## src/include/cps_consts.svh

```systemverilog
// Constants of the charge protection sequencer
// What this block does
// - The pass switch stays off while the supply has not risen past the power-on reset level.
// - About 10 ms after the supply passes that level the block resets itself and soft-starts.
// - Input overvoltage removes switch drive within 1 us, with no blanking.
// - When input overvoltage clears, the output comes back through a fresh soft-start.
// - Soft-start only begins with no input overvoltage, so an early one keeps the switch off.
// - Battery overvoltage must persist through a 180 us blanking time before the switch opens.
// - Confirmed battery overvoltage events are counted in 4 bits; the sixteenth locks off.
// - A fresh power-on reset clears the battery counter and restarts power-up.
// - Overcurrent must persist for 180 us before the switch opens.
// - Overcurrent events have their own 4-bit count; sixteen latch off until reset or enable.
// - Over-temperature at 150 C opens the switch until the die cools below 110 C.
// - The open-drain fault output pulls low while any protection event is active.
// - The enable input is active low; high forces the pass switch off.
`ifndef CPS_CONSTS_SVH
`define CPS_CONSTS_SVH
`define CPS_CLK_MHZ 100
`define CPS_POR_DELAY_MS 10
`define CPS_POR_DELAY_CYC (`CPS_POR_DELAY_MS * 1000 * `CPS_CLK_MHZ)
`define CPS_BLANK_US 180
`define CPS_BLANK_CYC (`CPS_BLANK_US * `CPS_CLK_MHZ)
`define CPS_OVP_RESP_US 1
`define CPS_OVP_RESP_CYC (`CPS_OVP_RESP_US * `CPS_CLK_MHZ)
`define CPS_SS_STEP_CYC 40
`define CPS_RAMP_FULL 8'hff
`define CPS_CNT_LAST 4'hf
`define CPS_ADDR_STATUS 4'h0
`define CPS_ADDR_MASK 4'h4
`define CPS_ADDR_INFO 4'h8
`define CPS_ST_IN_OVP 0
`define CPS_ST_BAT_OVP 1
`define CPS_ST_OVER_CUR 2
`define CPS_ST_OVER_TEMP 3
`define CPS_ST_LOCK 4
`define CPS_MASK_RST 5'h00
`endif

```

## src/include/cps_pkg.sv

```systemverilog
// Types of the charge protection sequencer
package cps_pkg;
  typedef enum logic [2:0] {
    CPS_POR = 3'b000,
    CPS_DELAY = 3'b001,
    CPS_WAIT = 3'b010,
    CPS_SOFT = 3'b011,
    CPS_ON = 3'b100
  } cps_state_e;

  typedef struct packed {
    logic in_ovp;
    logic bat_ovp;
    logic over_cur;
    logic temp_hot;
    logic temp_cool;
  } cps_cond_s;

  typedef struct packed {
    logic [3:0] addr;
    logic [31:0] wdata;
    logic wr_stb;
    logic rd_stb;
  } cps_bus_s;
endpackage : cps_pkg

```

## src/design/cps_blank_cnt.sv

```systemverilog
// Blanking filter with 4-bit event counter and lockout
`timescale 1ns/10ps
`include "cps_consts.svh"
module cps_blank_cnt #(
  parameter int unsigned BLANK_CYC_P = `CPS_BLANK_CYC
) (
  input wire logic ref_clk,
  input wire logic rst_n,
  input wire logic clear,
  input wire logic cond,
  output logic trip,
  output logic evt,
  output logic [3:0] count,
  output logic lock
);
  import cps_pkg::*;
  localparam logic [15:0] BLANK_CYC = 16'(BLANK_CYC_P);
  logic [15:0] timer_q;

  // ----------------------------------------
  // Blanking timer
  // ----------------------------------------
  always_ff @(posedge ref_clk or negedge rst_n)
  begin
    if (!rst_n)
      timer_q <= 16'h0000;
    else if (!cond)
      timer_q <= 16'h0000;
    else if (timer_q != BLANK_CYC)
      timer_q <= timer_q + 16'h0001;
  end

  assign evt = cond && (timer_q == BLANK_CYC - 16'h0001);
  assign trip = cond && (timer_q == BLANK_CYC);

  // ----------------------------------------
  // Event counter
  // ----------------------------------------
  always_ff @(posedge ref_clk or negedge rst_n)
  begin
    if (!rst_n)
    begin
      count <= 4'h0;
      lock <= 1'b0;
    end
    else if (clear)
    begin
      count <= 4'h0;
      lock <= 1'b0;
    end
    else if (evt && !lock)
    begin
      if (count == `CPS_CNT_LAST)
        lock <= 1'b1;
      else
        count <= count + 4'h1;
    end
  end

  property p_evt_held;
    @(posedge ref_clk) disable iff (!rst_n)
    evt |-> cond && $past(cond, 1);
  endproperty
  a_evt_held: assert property (p_evt_held) else $error("event without persisting condition");

  property p_drop_discard;
    @(posedge ref_clk) disable iff (!rst_n)
    $fell(cond) |=> timer_q == 16'h0000 && !trip;
  endproperty
  a_drop_discard: assert property (p_drop_discard) else $error("dropped condition kept");
endmodule : cps_blank_cnt

```

## src/design/cps_ramp.sv

```systemverilog
// Soft-start ramp of the pass switch drive
`timescale 1ns/10ps
`include "cps_consts.svh"
module cps_ramp (
  input wire logic ref_clk,
  input wire logic rst_n,
  input wire logic run,
  output logic [7:0] level,
  output logic done
);
  import cps_pkg::*;
  localparam logic [7:0] STEP_LAST = 8'(`CPS_SS_STEP_CYC - 1);
  logic [7:0] div_q;
  logic step;

  // ----------------------------------------
  // Step divider and ramp
  // ----------------------------------------
  assign step = run && (div_q == STEP_LAST);

  always_ff @(posedge ref_clk or negedge rst_n)
  begin
    if (!rst_n)
      div_q <= 8'h00;
    else if (!run || step)
      div_q <= 8'h00;
    else
      div_q <= div_q + 8'h01;
  end

  always_ff @(posedge ref_clk or negedge rst_n)
  begin
    if (!rst_n)
      level <= 8'h00;
    else if (!run)
      level <= 8'h00;
    else if (step && level != `CPS_RAMP_FULL)
      level <= level + 8'h01;
  end

  assign done = run && (level == `CPS_RAMP_FULL);
endmodule : cps_ramp

```

## src/design/cps_seq.sv

```systemverilog
// Top of the charge protection sequencer
`timescale 1ns/10ps
`include "cps_consts.svh"
module cps_seq #(
  parameter int unsigned POR_DELAY_CYC = `CPS_POR_DELAY_CYC,
  parameter int unsigned BLANK_CYC_P = `CPS_BLANK_CYC
) (
  input wire logic ref_clk,
  input wire logic rst_n,
  input wire logic supply_por_ok,
  input wire logic enable_n,
  input wire cps_pkg::cps_cond_s cond,
  input wire cps_pkg::cps_bus_s bus,
  output logic [31:0] rdata,
  output logic irq,
  output logic pass_on,
  output logic [7:0] drive_level,
  output logic fault_n_o,
  output logic fault_n_oe,
  output logic [3:0] bat_ovp_count,
  output logic [3:0] over_cur_count,
  output logic lockout
);
  import cps_pkg::*;

  localparam logic [19:0] DELAY_LAST = 20'(POR_DELAY_CYC - 1);

  cps_state_e state_q;
  cps_state_e state_d;
  logic [19:0] delay_q;
  logic ot_hold_q;
  logic por_clr;
  logic ocp_clr;
  logic bat_trip;
  logic bat_evt;
  logic bat_lock;
  logic cur_trip;
  logic cur_evt;
  logic cur_lock;
  logic ramp_run;
  logic ramp_done;
  logic [7:0] ramp_level;
  logic stop;
  logic ok_start;
  logic fault_any;
  logic lock_any;
  logic [4:0] status_q;
  logic [4:0] mask_q;
  logic [4:0] ev_set;
  logic in_ovp_q;
  logic ot_prev_q;
  logic lock_prev_q;

  // ----------------------------------------
  // Protection filters
  // ----------------------------------------
  assign por_clr = (state_q == CPS_POR) || (state_q == CPS_DELAY);
  assign ocp_clr = por_clr || enable_n;

  cps_blank_cnt #(.BLANK_CYC_P(BLANK_CYC_P)) u_bat (
    .ref_clk(ref_clk),
    .rst_n(rst_n),
    .clear(por_clr),
    .cond(cond.bat_ovp),
    .trip(bat_trip),
    .evt(bat_evt),
    .count(bat_ovp_count),
    .lock(bat_lock)
  );

  cps_blank_cnt #(.BLANK_CYC_P(BLANK_CYC_P)) u_cur (
    .ref_clk(ref_clk),
    .rst_n(rst_n),
    .clear(ocp_clr),
    .cond(cond.over_cur),
    .trip(cur_trip),
    .evt(cur_evt),
    .count(over_cur_count),
    .lock(cur_lock)
  );

  // ----------------------------------------
  // Over-temperature hysteresis
  // ----------------------------------------
  always_ff @(posedge ref_clk or negedge rst_n)
  begin
    if (!rst_n)
      ot_hold_q <= 1'b0;
    else if (cond.temp_hot)
      ot_hold_q <= 1'b1;
    else if (cond.temp_cool)
      ot_hold_q <= 1'b0;
  end

  // ----------------------------------------
  // Power-up delay timer
  // ----------------------------------------
  always_ff @(posedge ref_clk or negedge rst_n)
  begin
    if (!rst_n)
      delay_q <= 20'h00000;
    else if (state_q != CPS_DELAY)
      delay_q <= 20'h00000;
    else if (delay_q != DELAY_LAST)
      delay_q <= delay_q + 20'h00001;
  end

  // ----------------------------------------
  // Sequencer
  // ----------------------------------------
  assign lock_any = bat_lock || cur_lock;
  assign stop = enable_n || cond.in_ovp || bat_trip || cur_trip || cond.temp_hot
    || ot_hold_q || lock_any;
  assign ok_start = !enable_n && !cond.in_ovp && !cond.bat_ovp && !cond.over_cur
    && !cond.temp_hot && !ot_hold_q && !lock_any;

  always_comb
  begin
    state_d = state_q;
    if (!supply_por_ok)
      state_d = CPS_POR;
    else
    begin
      unique case (state_q)
        CPS_POR:
          state_d = CPS_DELAY;
        CPS_DELAY:
          if (delay_q == DELAY_LAST)
            state_d = CPS_WAIT;
        CPS_WAIT:
          if (ok_start)
            state_d = CPS_SOFT;
        CPS_SOFT:
          if (stop)
            state_d = CPS_WAIT;
          else if (ramp_done)
            state_d = CPS_ON;
        CPS_ON:
          if (stop)
            state_d = CPS_WAIT;
        default:
          state_d = CPS_POR;
      endcase
    end
  end

  always_ff @(posedge ref_clk or negedge rst_n)
  begin
    if (!rst_n)
      state_q <= CPS_POR;
    else
      state_q <= state_d;
  end

  assign ramp_run = (state_q == CPS_SOFT) || (state_q == CPS_ON);

  cps_ramp u_ramp (
    .ref_clk(ref_clk),
    .rst_n(rst_n),
    .run(ramp_run),
    .level(ramp_level),
    .done(ramp_done)
  );

  // ----------------------------------------
  // Switch drive
  // ----------------------------------------
  always_ff @(posedge ref_clk or negedge rst_n)
  begin
    if (!rst_n)
    begin
      pass_on <= 1'b0;
      drive_level <= 8'h00;
    end
    else if (state_d == CPS_SOFT || state_d == CPS_ON)
    begin
      pass_on <= 1'b1;
      drive_level <= ramp_level;
    end
    else
    begin
      pass_on <= 1'b0;
      drive_level <= 8'h00;
    end
  end

  // ----------------------------------------
  // Fault output
  // ----------------------------------------
  assign fault_any = cond.in_ovp || bat_trip || cur_trip || ot_hold_q || lock_any;
  assign fault_n_o = 1'b0;

  always_ff @(posedge ref_clk or negedge rst_n)
  begin
    if (!rst_n)
    begin
      fault_n_oe <= 1'b0;
      lockout <= 1'b0;
    end
    else
    begin
      fault_n_oe <= fault_any;
      lockout <= lock_any;
    end
  end

  // ----------------------------------------
  // Event flags and interrupt
  // ----------------------------------------
  always_ff @(posedge ref_clk or negedge rst_n)
  begin
    if (!rst_n)
    begin
      in_ovp_q <= 1'b0;
      ot_prev_q <= 1'b0;
      lock_prev_q <= 1'b0;
    end
    else
    begin
      in_ovp_q <= cond.in_ovp;
      ot_prev_q <= ot_hold_q;
      lock_prev_q <= lock_any;
    end
  end

  always_comb
  begin
    ev_set = 5'h00;
    ev_set[`CPS_ST_IN_OVP] = cond.in_ovp && !in_ovp_q;
    ev_set[`CPS_ST_BAT_OVP] = bat_evt;
    ev_set[`CPS_ST_OVER_CUR] = cur_evt;
    ev_set[`CPS_ST_OVER_TEMP] = ot_hold_q && !ot_prev_q;
    ev_set[`CPS_ST_LOCK] = lock_any && !lock_prev_q;
  end

  // Set wins over the clear of a status read
  always_ff @(posedge ref_clk or negedge rst_n)
  begin
    if (!rst_n)
      status_q <= 5'h00;
    else if (bus.rd_stb && bus.addr == `CPS_ADDR_STATUS)
      status_q <= ev_set;
    else
      status_q <= status_q | ev_set;
  end

  always_ff @(posedge ref_clk or negedge rst_n)
  begin
    if (!rst_n)
      mask_q <= `CPS_MASK_RST;
    else if (bus.wr_stb && bus.addr == `CPS_ADDR_MASK)
      mask_q <= bus.wdata[4:0];
  end

  always_ff @(posedge ref_clk or negedge rst_n)
  begin
    if (!rst_n)
      irq <= 1'b0;
    else
      irq <= |(status_q & mask_q);
  end

  // ----------------------------------------
  // Register read port
  // ----------------------------------------
  always_ff @(posedge ref_clk or negedge rst_n)
  begin
    if (!rst_n)
      rdata <= 32'h0000_0000;
    else if (bus.rd_stb)
    begin
      unique case (bus.addr)
        `CPS_ADDR_STATUS:
          rdata <= {27'h0000000, status_q};
        `CPS_ADDR_MASK:
          rdata <= {27'h0000000, mask_q};
        `CPS_ADDR_INFO:
          rdata <= {16'h0000, drive_level, bat_ovp_count, over_cur_count} | {
            13'h0000, state_q, 16'h0000};
        default:
          rdata <= 32'h0000_0000;
      endcase
    end
    else
      rdata <= 32'h0000_0000;
  end

  // ----------------------------------------
  // Checks
  // ----------------------------------------
  property p_por_off;
    @(posedge ref_clk) disable iff (!rst_n)
    !supply_por_ok |=> !pass_on;
  endproperty
  a_por_off: assert property (p_por_off) else $error("switch on below reset level");

  property p_delay_off;
    @(posedge ref_clk) disable iff (!rst_n)
    state_q == CPS_DELAY |-> !pass_on;
  endproperty
  a_delay_off: assert property (p_delay_off) else $error("switch on during delay");

  property p_ovp_fast;
    @(posedge ref_clk) disable iff (!rst_n)
    cond.in_ovp |=> !pass_on && drive_level == 8'h00;
  endproperty
  a_ovp_fast: assert property (p_ovp_fast) else $error("overvoltage not removed");

  property p_start_clean;
    @(posedge ref_clk) disable iff (!rst_n)
    $rose(pass_on) |-> !$past(cond.in_ovp) && $past(state_q) == CPS_WAIT;
  endproperty
  a_start_clean: assert property (p_start_clean) else $error("bad soft-start entry");

  property p_lock_off;
    @(posedge ref_clk) disable iff (!rst_n)
    lock_any |=> !pass_on;
  endproperty
  a_lock_off: assert property (p_lock_off) else $error("switch on while locked");

  property p_por_clear;
    @(posedge ref_clk) disable iff (!rst_n)
    !supply_por_ok ##1 !supply_por_ok |=> bat_ovp_count == 4'h0 && !bat_lock;
  endproperty
  a_por_clear: assert property (p_por_clear) else $error("counter kept over reset");

  property p_enable_off;
    @(posedge ref_clk) disable iff (!rst_n)
    enable_n |=> !pass_on ##1 !cur_lock;
  endproperty
  a_enable_off: assert property (p_enable_off) else $error("enable did not force off");

  property p_temp_off;
    @(posedge ref_clk) disable iff (!rst_n)
    cond.temp_hot ##1 !cond.temp_cool |-> !pass_on;
  endproperty
  a_temp_off: assert property (p_temp_off) else $error("switch on while hot");

  property p_fault_pin;
    @(posedge ref_clk) disable iff (!rst_n)
    (cond.in_ovp || cur_trip) |=> fault_n_oe;
  endproperty
  a_fault_pin: assert property (p_fault_pin) else $error("fault pin not pulled");

  property p_trip_off;
    @(posedge ref_clk) disable iff (!rst_n)
    (bat_trip || cur_trip) |=> !pass_on;
  endproperty
  a_trip_off: assert property (p_trip_off) else $error("blanked trip ignored");

  c_powerup: cover property (@(posedge ref_clk) disable iff (!rst_n)
    state_q == CPS_SOFT ##1 state_q == CPS_ON);
  c_retry: cover property (@(posedge ref_clk) disable iff (!rst_n)
    bat_evt ##[1:1000] $rose(pass_on));
  c_lockout: cover property (@(posedge ref_clk) disable iff (!rst_n) $rose(lock_any));
endmodule : cps_seq

```

## config.mk

```make
export PLATFORM = sky130hd
export DESIGN_NAME = cps_seq
export DESIGN_NICKNAME = d
export VERILOG_FILES = /design/src/include/cps_pkg.sv /design/src/design/cps_blank_cnt.sv /design/src/design/cps_ramp.sv /design/src/design/cps_seq.sv
export VERILOG_INCLUDE_DIRS = /design/src /design/src/include
export SDC_FILE = /design/constraint.sdc
export NUM_CORES = 1
export LEC_CHECK = 0
export BUFFER_PORTS_ARGS = -buffer_cell sky130_fd_sc_hd__buf_2
export CORE_MARGIN = 2
export CORE_UTILIZATION = 30
export DETAILED_ROUTE_END_ITERATION = 7
export PLACE_DENSITY = 0.58
export SLEW_MARGIN = 20
export SYNTH_ARGS = -nofsm -noshare
export SYNTH_HDL_FRONTEND = slang
export SYNTH_SLANG_ARGS = --single-unit
export TNS_END_PERCENT = 10
```

## constraint.sdc

```tcl
create_clock -name ref_clk -period 2.95 [get_ports ref_clk]
set_clock_uncertainty 0.1 [all_clocks]
set_input_delay 0.295 -clock ref_clk [delete_from_list [all_inputs] [get_ports ref_clk]]
set_output_delay 0.295 -clock ref_clk [all_outputs]
set_load 0.005 [all_outputs]
```

==> impl_metrics.yaml, run 1 <==
status:
  status: "finished, final reports clean"
logic_synthesis:
  netlist.area_leader.share: 0.530
  ys_top_cells_by_area: "dfrtp_1 (53%), xnor2_1 (4.5%), and2_1 (4.3%)"
  netlist_instances: 566
  syn_area_mm2: 0.00590
  ys.flop_type: "dfrtp_1"
  async_reset_ff_frac: 1.00
  syn_area_per_cell_um2: 10.4
  synth_edf_count: 0
  synth-seq-cells: 125
  synth_top_area_cell: "dfrtp_1"
  synth-seq-area-share: 0.530
  ys_types: 53
  yosys_warnings: 0
place:
  place_hpwl_mm: 8.17
  gp_congestion: 0.743
  portBuffers: 58
worst_setup_path:
  cp.arrival_ps: 2810
  critPathLaunchType: "input port"
  critPathMaxFanout: 9
  reg2reg_to: "drive_level[2]"
  endpoint_kind: "register"
  r2r_start: "ot_hold_q"
  crit_required_ps: 3130
  r2r_cells: 6
  crit_type: "input port to register"
  rrSetupSlack_ps: 510
layout:
  post-route-util: 0.367
  seq_area_mm2: 0.00313
  nets: 695
  n_fill_cell: 1949
  area_growth_pct: 20.7
  drive_above_1_share: 0.167
  multiInputGateArea_mm2: 0.00260
  n_antenna_cell: 0
clock_tree:
  cts_tree: "built"
  htree_levels: 4
  clk_pin_slew_ps: 50
  clock-sinks: 125
  clk_latency_ps: 410
  cts-buffers-inserted: 17
  cts_max_path_buffers: 2
  ctsResizeCount: 0
  clockRootBuffer: "clkbuf_16"
route:
  wirelength_mm: 11.7
  highest_layer: "met4"
  postRouteAntennaNets: 0
  drc_errors: 0
  wl_met1_mm: 5.70
  vias: 4114
  dr.pass1.iters: 4
  dr_wl_met3_um: 440
  avgViaCountPerCell: 4.49
  wl_per_cell_um: 12.7
  drt_first_iter_violations: 153
  wl_met2_mm: 5.38
min_path:
  min_path_cells: 2
  worstHoldStart: "bus[3]"
  hold_class: "input port to register"
  hold_end: "mask_q[1]"
die:
  die_x_um: 144
  die-area_mm2: 0.0208
  fp-row-count: 51
  die_y_um: 144
  pin_count: 100
  coreArea_mm2: 0.0194
  initial_core_util: 0.304
global_routing:
  grt_pass1_vias: 3977
  grt_pass1_wl_mm: 19.7
  grt_max_degree: 48
  antenna_found_initial: 0
  grt_overflow_total: 0
  grtUsageTotal: 0.122
sta:
  finalSetupTns_ps: 0
  post-route-min-period_ps: 2630
  drv_slew: 0
  period_share: 0.891
  rsz0062_at_grt: "false"
  report.final.setup_viol: 0
  hold_viol_final: 0
  fmax_ghz: 0.380
  relSlewSlack: 0.588
  tightest_slew_ps: 618
power:
  p_per_area_mw_per_mm2: 570
  p_leak_nw: 3.31
  ir_drop_uv: 364
run:
  drv_cap: 0
## worst max-delay path, stage by stage
cell	delay, ps
dlygate4sd3_1	530
buf_2	150
or4_4	550
or4_1	430
a32oi_1	240
o221ai_2	150
a41oi_4	390
nor2b_1	80
## worst max path at each step
| stage | startpoint | endpoint | cells past startpoint |
|---|---|---|---|
| after CTS | cond[4] | drive_level[3] | 8 |
| after global placement | cond[4] | pass_on | 7 |
| final | cond[4] | drive_level[2] | 8 |
| after detailed placement | cond[4] | drive_level[3] | 7 |
| after global routing | cond[4] | drive_level[1] | 8 |
| after floorplan | ot_hold_q | drive_level[0] | 6 |
## synth_stat cells, drive strengths merged, types with 3 or more instances
cell,n
dfrtp,125
nor3,8
and2,41
a21boi,6
inv,15
nor3b,5
a21oi,14
ha,9
nand3b,3
or4,4
nand4,18
or3,11
or2,6
nand2,41
nor2b,13
nor2,64
mux2i,9
nor4bb,4
xnor2,30
clkbuf,13
and4,6
nor4b,4
buf,15
xor2,23
mux2,5
and3,16
o21ai,13
nand3,19
## cells by family after synthesis
family                     after synthesis  share of synthesized area
muxes                                   14                     0.0248
DFF                                    125                      0.530
xor gates and xnor gates                53                     0.0787
AOI/OAI and AO/OA                       52                     0.0632
adders and majority gates                9                     0.0191
other                                    1                   0.000636
buffers and inverters                   43                     0.0365
and+or+nand+nor                        269                      0.247
## stage by stage
step / area (um^2) / hold slack, ps / instances / setup WS [ps] / total power, mW
global route: 7120 / 9.05 / 916 / 199 / 4.23
finish: 7120 / 27.7 / 916 / 321 / 4.06
detailed placement: 6480 / 262 / 882 / 434 / 1.98
floorplan: 5950 / -101 / 579 / 697 / 1.90
global placement: 6480 / 253 / 882 / 447 / 1.97
CTS: 7120 / 0.816 / 916 / 324 / 4.13
## flip-flops by register name, summed over array words and instances, names as in the netlist, 3 cells and up
name and cells:
u_bat.timer_q 16, state_q 3, u_cur.timer_q 16, status_q 5, u_ramp.div_q 8, rdata 19, u_cur.count 4, mask_q 5
u_ramp.level 8, drive_level 8, u_bat.count 4, delay_q 20
## repair_timing
action                    4_1_cts  5_1_grt
hold buffers                    3        0
buffers inserted                0        0
hold endpoints to repair       47        0
## per-layer routing
metal / vias up / track usage
met4: 0 / 0.0491
li1: 2057 / -
met2: 58 / 0.185
met3: 12 / 0.0338
met1: 1987 / 0.166
met5: - / 0
## layout make-up
cell class / instances / area share
clock buffer: 24 / 0.0691
clock inverter: 7 / 0.0155
inverter: 15 / 0.00791
multi-input combinational: 411 / 0.366
sequential: 125 / 0.440
tap: 265 / 0.0466
timing repair buffer: 69 / 0.0556
## placed cells by master, fill, tap and decap left out, types with 6 or more instances in the layout
cell | netlist | routed
nor3_1 | 8 | 8
buf_4 | 14 | 8
o21ai_0 | 13 | 13
nor2_1 | 64 | 64
xnor2_1 | 30 | 30
inv_1 | 15 | 15
buf_2 | 1 | 57
mux2i_1 | 9 | 9
a21oi_1 | 14 | 14
nand2_1 | 41 | 41
dfrtp_1 | 125 | 125
conb_1 | 1 | 14
ha_1 | 9 | 9
or3_1 | 11 | 11
clkbuf_16 | 0 | 17
nor2b_1 | 13 | 13
and2_1 | 41 | 41
nand4_1 | 18 | 18
and4_1 | 6 | 6
and3_1 | 16 | 16
a21boi_0 | 6 | 6
xor2_1 | 23 | 23
nand3_1 | 19 | 19
## where the power goes
part,internal [mW],switching [mW]
sequential,1.76,0.0323
combinational,0.0634,0.0934
clock,1.41,0.705
total,3.23,0.830
No activity file was read; power rests on OpenSTA's default activity.
==> inputs of run 2 (changes only) <==
--- a/config.mk
+++ b/config.mk
@@ -8,9 +8,10 @@
 export LEC_CHECK = 0
 export BUFFER_PORTS_ARGS = -buffer_cell sky130_fd_sc_hd__buf_2
 export CORE_MARGIN = 2
-export CORE_UTILIZATION = 30
+export CORE_UTILIZATION = 45
 export DETAILED_ROUTE_END_ITERATION = 7
-export PLACE_DENSITY = 0.58
+export PLACE_DENSITY = 0.79
+export RECOVER_POWER = 100
 export SLEW_MARGIN = 20
 export SYNTH_ARGS = -nofsm -noshare
 export SYNTH_HDL_FRONTEND = slang
==> constraint.sdc (replaced) <==
create_clock -name ref_clk -period 2.3 [get_ports ref_clk]
set_clock_uncertainty 0.1 [all_clocks]
set_input_delay 0.23 -clock ref_clk [delete_from_list [all_inputs] [get_ports ref_clk]]
set_output_delay 0.23 -clock ref_clk [all_outputs]
set_load 0.005 [all_outputs]
==> impl_metrics.yaml, run 2 (synthesized netlist as in run 1, its figures left out) <==
route:
  drc_errors: 0
  vias: 4434
  drt_first_iter_violations: 319
  avgViaCountPerCell: 5.25
  wirelength_mm: 12.6
  dr.pass1.iters: 6
  postRouteAntennaNets: 0
  wl_per_cell_um: 14.9
global_routing:
  grtUsageTotal: 0.191
  grt_max_degree: 42
  antenna_found_initial: 0
  grt_pass1_wl_mm: 21.3
  grt_overflow_total: 0
  grt_pass1_vias: 4528
worst_setup_path:
  cp.arrival_ps: 2510
  r2r_cells: 6
  critPathLaunchType: "register"
  crit_required_ps: 2500
  critPathMaxFanout: 4
  endpoint_kind: "register"
  crit_type: "register to register"
die:
  die_x_um: 118
  die_y_um: 118
  die-area_mm2: 0.0140
  fp-row-count: 41
  pin_count: 100
  coreArea_mm2: 0.0127
  initial_core_util: 0.464
power:
  p_leak_nw: 3.30
  ir_drop_uv: 541
  p_total_mw: 5.22
  p_per_area_mw_per_mm2: 726
sta:
  relSlewSlack: 0.368
  whs_ps: 35.2
  period_share: 1.01
  fmax_ghz: 0.433
  setup_ws_ps: -11.9
  post-route-min-period_ps: 2310
  report.final.setup_viol: 3
  hold_viol_final: 0
  rsz0062_at_grt: "true"
  drv_slew: 0
  tightest_slew_ps: 949
min_path:
  hold_class: "input port to register"
  min_path_cells: 2
clock_tree:
  clockRootBuffer: "clkbuf_16"
  clk_latency_ps: 420
  cts_max_path_buffers: 2
  clk_pin_slew_ps: 60
  clock-sinks: 125
  htree_levels: 4
  cts_tree: "built"
  cts-buffers-inserted: 17
layout:
  mostFrequentLayoutCell: "dfrtp_1"
  n_fill_cell: 1070
  nets: 716
  largest_reg_flops: 20
  largest_register: "delay_q"
  drive_above_1_share: 0.168
  area_growth_pct: 22.0
  instances_no_fill: 845
  reg_top3: "delay_q x20, rdata x19"
  final_cell_mix: "dfrtp_1 (125), nor2_1 (64), nand2_1 (41)"
  stdcell_area_mm2: 0.00719
  n_antenna_cell: 0
place:
  dpl.cell_count: 802
  gp_congestion: 0.841
  postPlaceCellArea_mm2: 0.00647
  portBuffers: 58
  place_hpwl_mm: 8.59
status:
  status: "finished with violations"
  violations: "negative setup slack"
run:
  drv_cap: 0
## run 2: worst paths after layout
path	slack, ps	startpoint	to
min	40	cond[3]	u_bat.timer_q[13]
max	-10	u_bat.lock	drive_level[2]
min reg2reg	330	in_ovp_q	status_q[0]
max reg2reg	-10	u_bat.lock	drive_level[2]
max in group asynchronous	460	rst_n	u_ramp.level[0]
min in group asynchronous	410	rst_n	mask_q[4]
## run 2: timing repair
| action | in CTS | in global routing |
|---|---|---|
| endpoints found under the hold margin | 40 | 0 |
| pin swaps | 4 | 5 |
| buffers inserted | 1 | 0 |
| hold buffers | 9 | 0 |
| setup endpoints to repair | 10 | 14 |
| resized for setup | 8 | 4 |
| cloned | 1 | 0 |
## run 2: worst max-delay path: stages, from the launching register on
cell,delay [ps]
dfrtp_1,380
or4_4,520
or4_4,430
a32oi_2,250
o221ai_4,160
a41oi_2,270
nor2b_1,80
## run 2: cell type report
class / count / area, um^2 / area share
Tap cell: 172 / 215 / 0.0299
Multi-Input combinational cell: 412 / 2680 / 0.373
Timing Repair Buffer: 89 / 513 / 0.0713
Inverter: 15 / 56.3 / 0.00783
Sequential cell: 125 / 3130 / 0.435
Clock buffer: 19 / 433 / 0.0602
Clock inverter: 13 / 168 / 0.0233
## run 2: through the flow
step | util | setup slack, ps | TNS (ps)
after floorplan | - | 47.2 | 0
after global placement | 0.508 | -64.8 | -559
after detailed placement | 0.508 | -77.6 | -607
after CTS | 0.568 | -7.80 | -10.4
after global routing | 0.565 | -68.5 | -478
final | 0.565 | -11.9 | -27.7
## run 2: per-layer routing
layer | vias to the layer above | part of all wire | global-route usage
met5 | - | 0 | 0
li1 | 2113 | - | -
met4 | 0 | 0.015 | 0.0699
met1 | 2218 | 0.41 | 0.214
met2 | 88 | 0.54 | 0.342
met3 | 15 | 0.042 | 0.0579
## run 2: report_power, final
group	leakage [nW]	switching, mW	internal, mW
logic	1.31	0.133	0.0917
clock network	0.287	0.999	1.71
registers	1.70	0.0390	2.25
total	3.30	1.17	4.05
==> inputs of run 3 (changes only) <==
--- a/config.mk
+++ b/config.mk
@@ -8,11 +8,10 @@
 export LEC_CHECK = 0
 export BUFFER_PORTS_ARGS = -buffer_cell sky130_fd_sc_hd__buf_2
 export CORE_MARGIN = 2
-export CORE_UTILIZATION = 45
+export CORE_UTILIZATION = 51
 export DETAILED_ROUTE_END_ITERATION = 7
-export PLACE_DENSITY = 0.79
+export PLACE_DENSITY = 0.86
 export RECOVER_POWER = 100
-export SLEW_MARGIN = 20
 export SYNTH_ARGS = -nofsm -noshare
 export SYNTH_HDL_FRONTEND = slang
 export SYNTH_SLANG_ARGS = --single-unit
==> impl_metrics.yaml, run 3 (synthesized netlist as in run 1, its figures left out) <==
status:
  status: "finished with violations"
  violations: "negative setup slack"
clock_tree:
  clk_pin_slew_ps: 50
  cts_max_path_buffers: 2
  clk_latency_ps: 420
  clock-sinks: 125
  post_cts_buffers: 0
  clockRootBuffer: "clkbuf_16"
  cts_tree: "built"
  cts-buffers-inserted: 17
  htree_levels: 4
worst_setup_path:
  r2r_cells: 6
  crit_start: "ot_hold_q"
  cp.arrival_ps: 2560
  critPathLaunchType: "register"
  crit_buf_inv: 0
  slowest_delay_ps: 540
  cp_slowest_cell: "or4_4"
  crit_required_ps: 2490
  endpoint_kind: "register"
  crit_type: "register to register"
  r2r_start: "ot_hold_q"
  crit_chain: "or4_4, or4_1, a32oi_1, o221ai_2, a41oi_4, nor2b_1"
  crit_cells: 6
  critical_path.top_delay_family: "simple AND/OR/NAND/NOR gates"
  rrSetupSlack_ps: -80
  critPathMaxFanout: 9
min_path:
  min_path_cells: 3
  worstHoldStart: "supply_por_ok"
  hold_class: "input port to register"
layout:
  drive_above_1_share: 0.157
  multiInputGateArea_mm2: 0.00261
  seq_area_mm2: 0.00313
  area_growth_pct: 20.7
  largest_reg_flops: 20
  n_fill_cell: 835
  nets: 712
  final_cell_mix: "dfrtp_1 (125), nor2_1 (64), nand2_1 (41), buf_2 (41), xnor2_1 (30)"
  mostFrequentLayoutCell: "dfrtp_1"
  largest_register: "delay_q"
  post-route-util: 0.626
  instances_no_fill: 812
  reg_top3: "delay_q x20, rdata x19"
die:
  coreArea_mm2: 0.0114
  fp-row-count: 39
  die-area_mm2: 0.0124
  pin_count: 100
  die_y_um: 112
  initial_core_util: 0.519
  die_x_um: 112
place:
  portBuffers: 58
  dpl.cell_count: 771
  gp_congestion: 0.849
  place_hpwl_mm: 8.62
power:
  ir_drop_uv: 511
  p_leak_nw: 3.29
  p_total_mw: 5.48
  p_per_area_mw_per_mm2: 770
route:
  drc_errors: 0
  wirelength_mm: 12.7
  postRouteAntennaNets: 0
  wl_per_cell_um: 15.7
  drt_first_iter_violations: 328
  vias: 4495
  dr.pass1.iters: 5
  avgViaCountPerCell: 5.54
sta:
  post-route-min-period_ps: 2380
  relSlewSlack: 0.391
  rsz0062_at_grt: "true"
  hold_viol_final: 0
  fmax_ghz: 0.420
  setup_ws_ps: -79.3
  drv_slew: 0
  report.final.setup_viol: 9
  tightest_slew_ps: 914
  period_share: 1.03
global_routing:
  grt_pass1_wl_mm: 21.5
  grtUsageTotal: 0.215
  grt_overflow_total: 0
  grt_max_degree: 43
  antenna_found_initial: 1
  grt_pass1_vias: 4605
run:
  drv_cap: 0
[run 3: cell count changes in the layout (fill, tap and decap cells not counted), sizes merged]
cell / previous run / this run
a41oi: 3 / 2
clkinv: 7 / 2
clkbuf: 43 / 47
buf: 56 / 51
diode: 0 / 1
bufinv: 3 / 5
[run 3: what timing repair did]
item,4_1_cts,5_1_grt
pin swaps,1,1
hold buffers,9,0
setup endpoints to repair,10,13
endpoints found under the hold margin,43,0
gates resized for setup,2,2
[run 3: metrics by stage]
stage               hold WS [ps]  area, um^2  setup slack (ps)  TNS [ps]
global route                28.1        7120              -164     -1390
CTS                         15.6        7170             -60.9      -487
detailed placement           126        6410              -117      -966
finish                      26.9        7120             -79.3      -627
floorplan                   -166        5950              47.2         0
global placement             121        6410             -56.8      -489
[run 3: routing by layer]
| metal | track usage | routed length (um) | vias to the layer above |
|---|---|---|---|
| met5 | 0 | 0 | - |
| met4 | 0.0905 | 278 | 0 |
| met3 | 0.0555 | 556 | 33 |
| met2 | 0.370 | 6720 | 119 |
| met1 | 0.258 | 5180 | 2244 |
| li1 | - | - | 2099 |
[run 3: where the power goes]
group | internal, mW | switching [mW] | leakage (nW)
clock | 2.03 | 0.942 | 0.322
sequential | 2.25 | 0.0404 | 1.70
combinational | 0.0880 | 0.131 | 1.27
total | 4.37 | 1.11 | 3.29
[run 3: path summary, 6_finish.rpt]
check                                 end
hold reg to reg                 ot_prev_q
setup / recovery           drive_level[3]
hold / removal                 state_q[0]
max in group asynchronous        rdata[8]
min in group asynchronous       mask_q[2]
setup reg to reg           drive_level[3]
[run 3: area by class of cell]
cell class              count  share of cell area
flip-flops and latches    125               0.439
multi-input cells         411               0.367
clock buffers              21              0.0675
repair buffers             86              0.0673
clock inverters            10              0.0258
well taps                 143              0.0251
inverters                  15             0.00791
diodes                      1            0.000351
[run 3: worst min-delay path, delay by kind of cell]
family                 cells  cell delay, ps
and+or+nand+nor            2             150
buffers and inverters      1             120
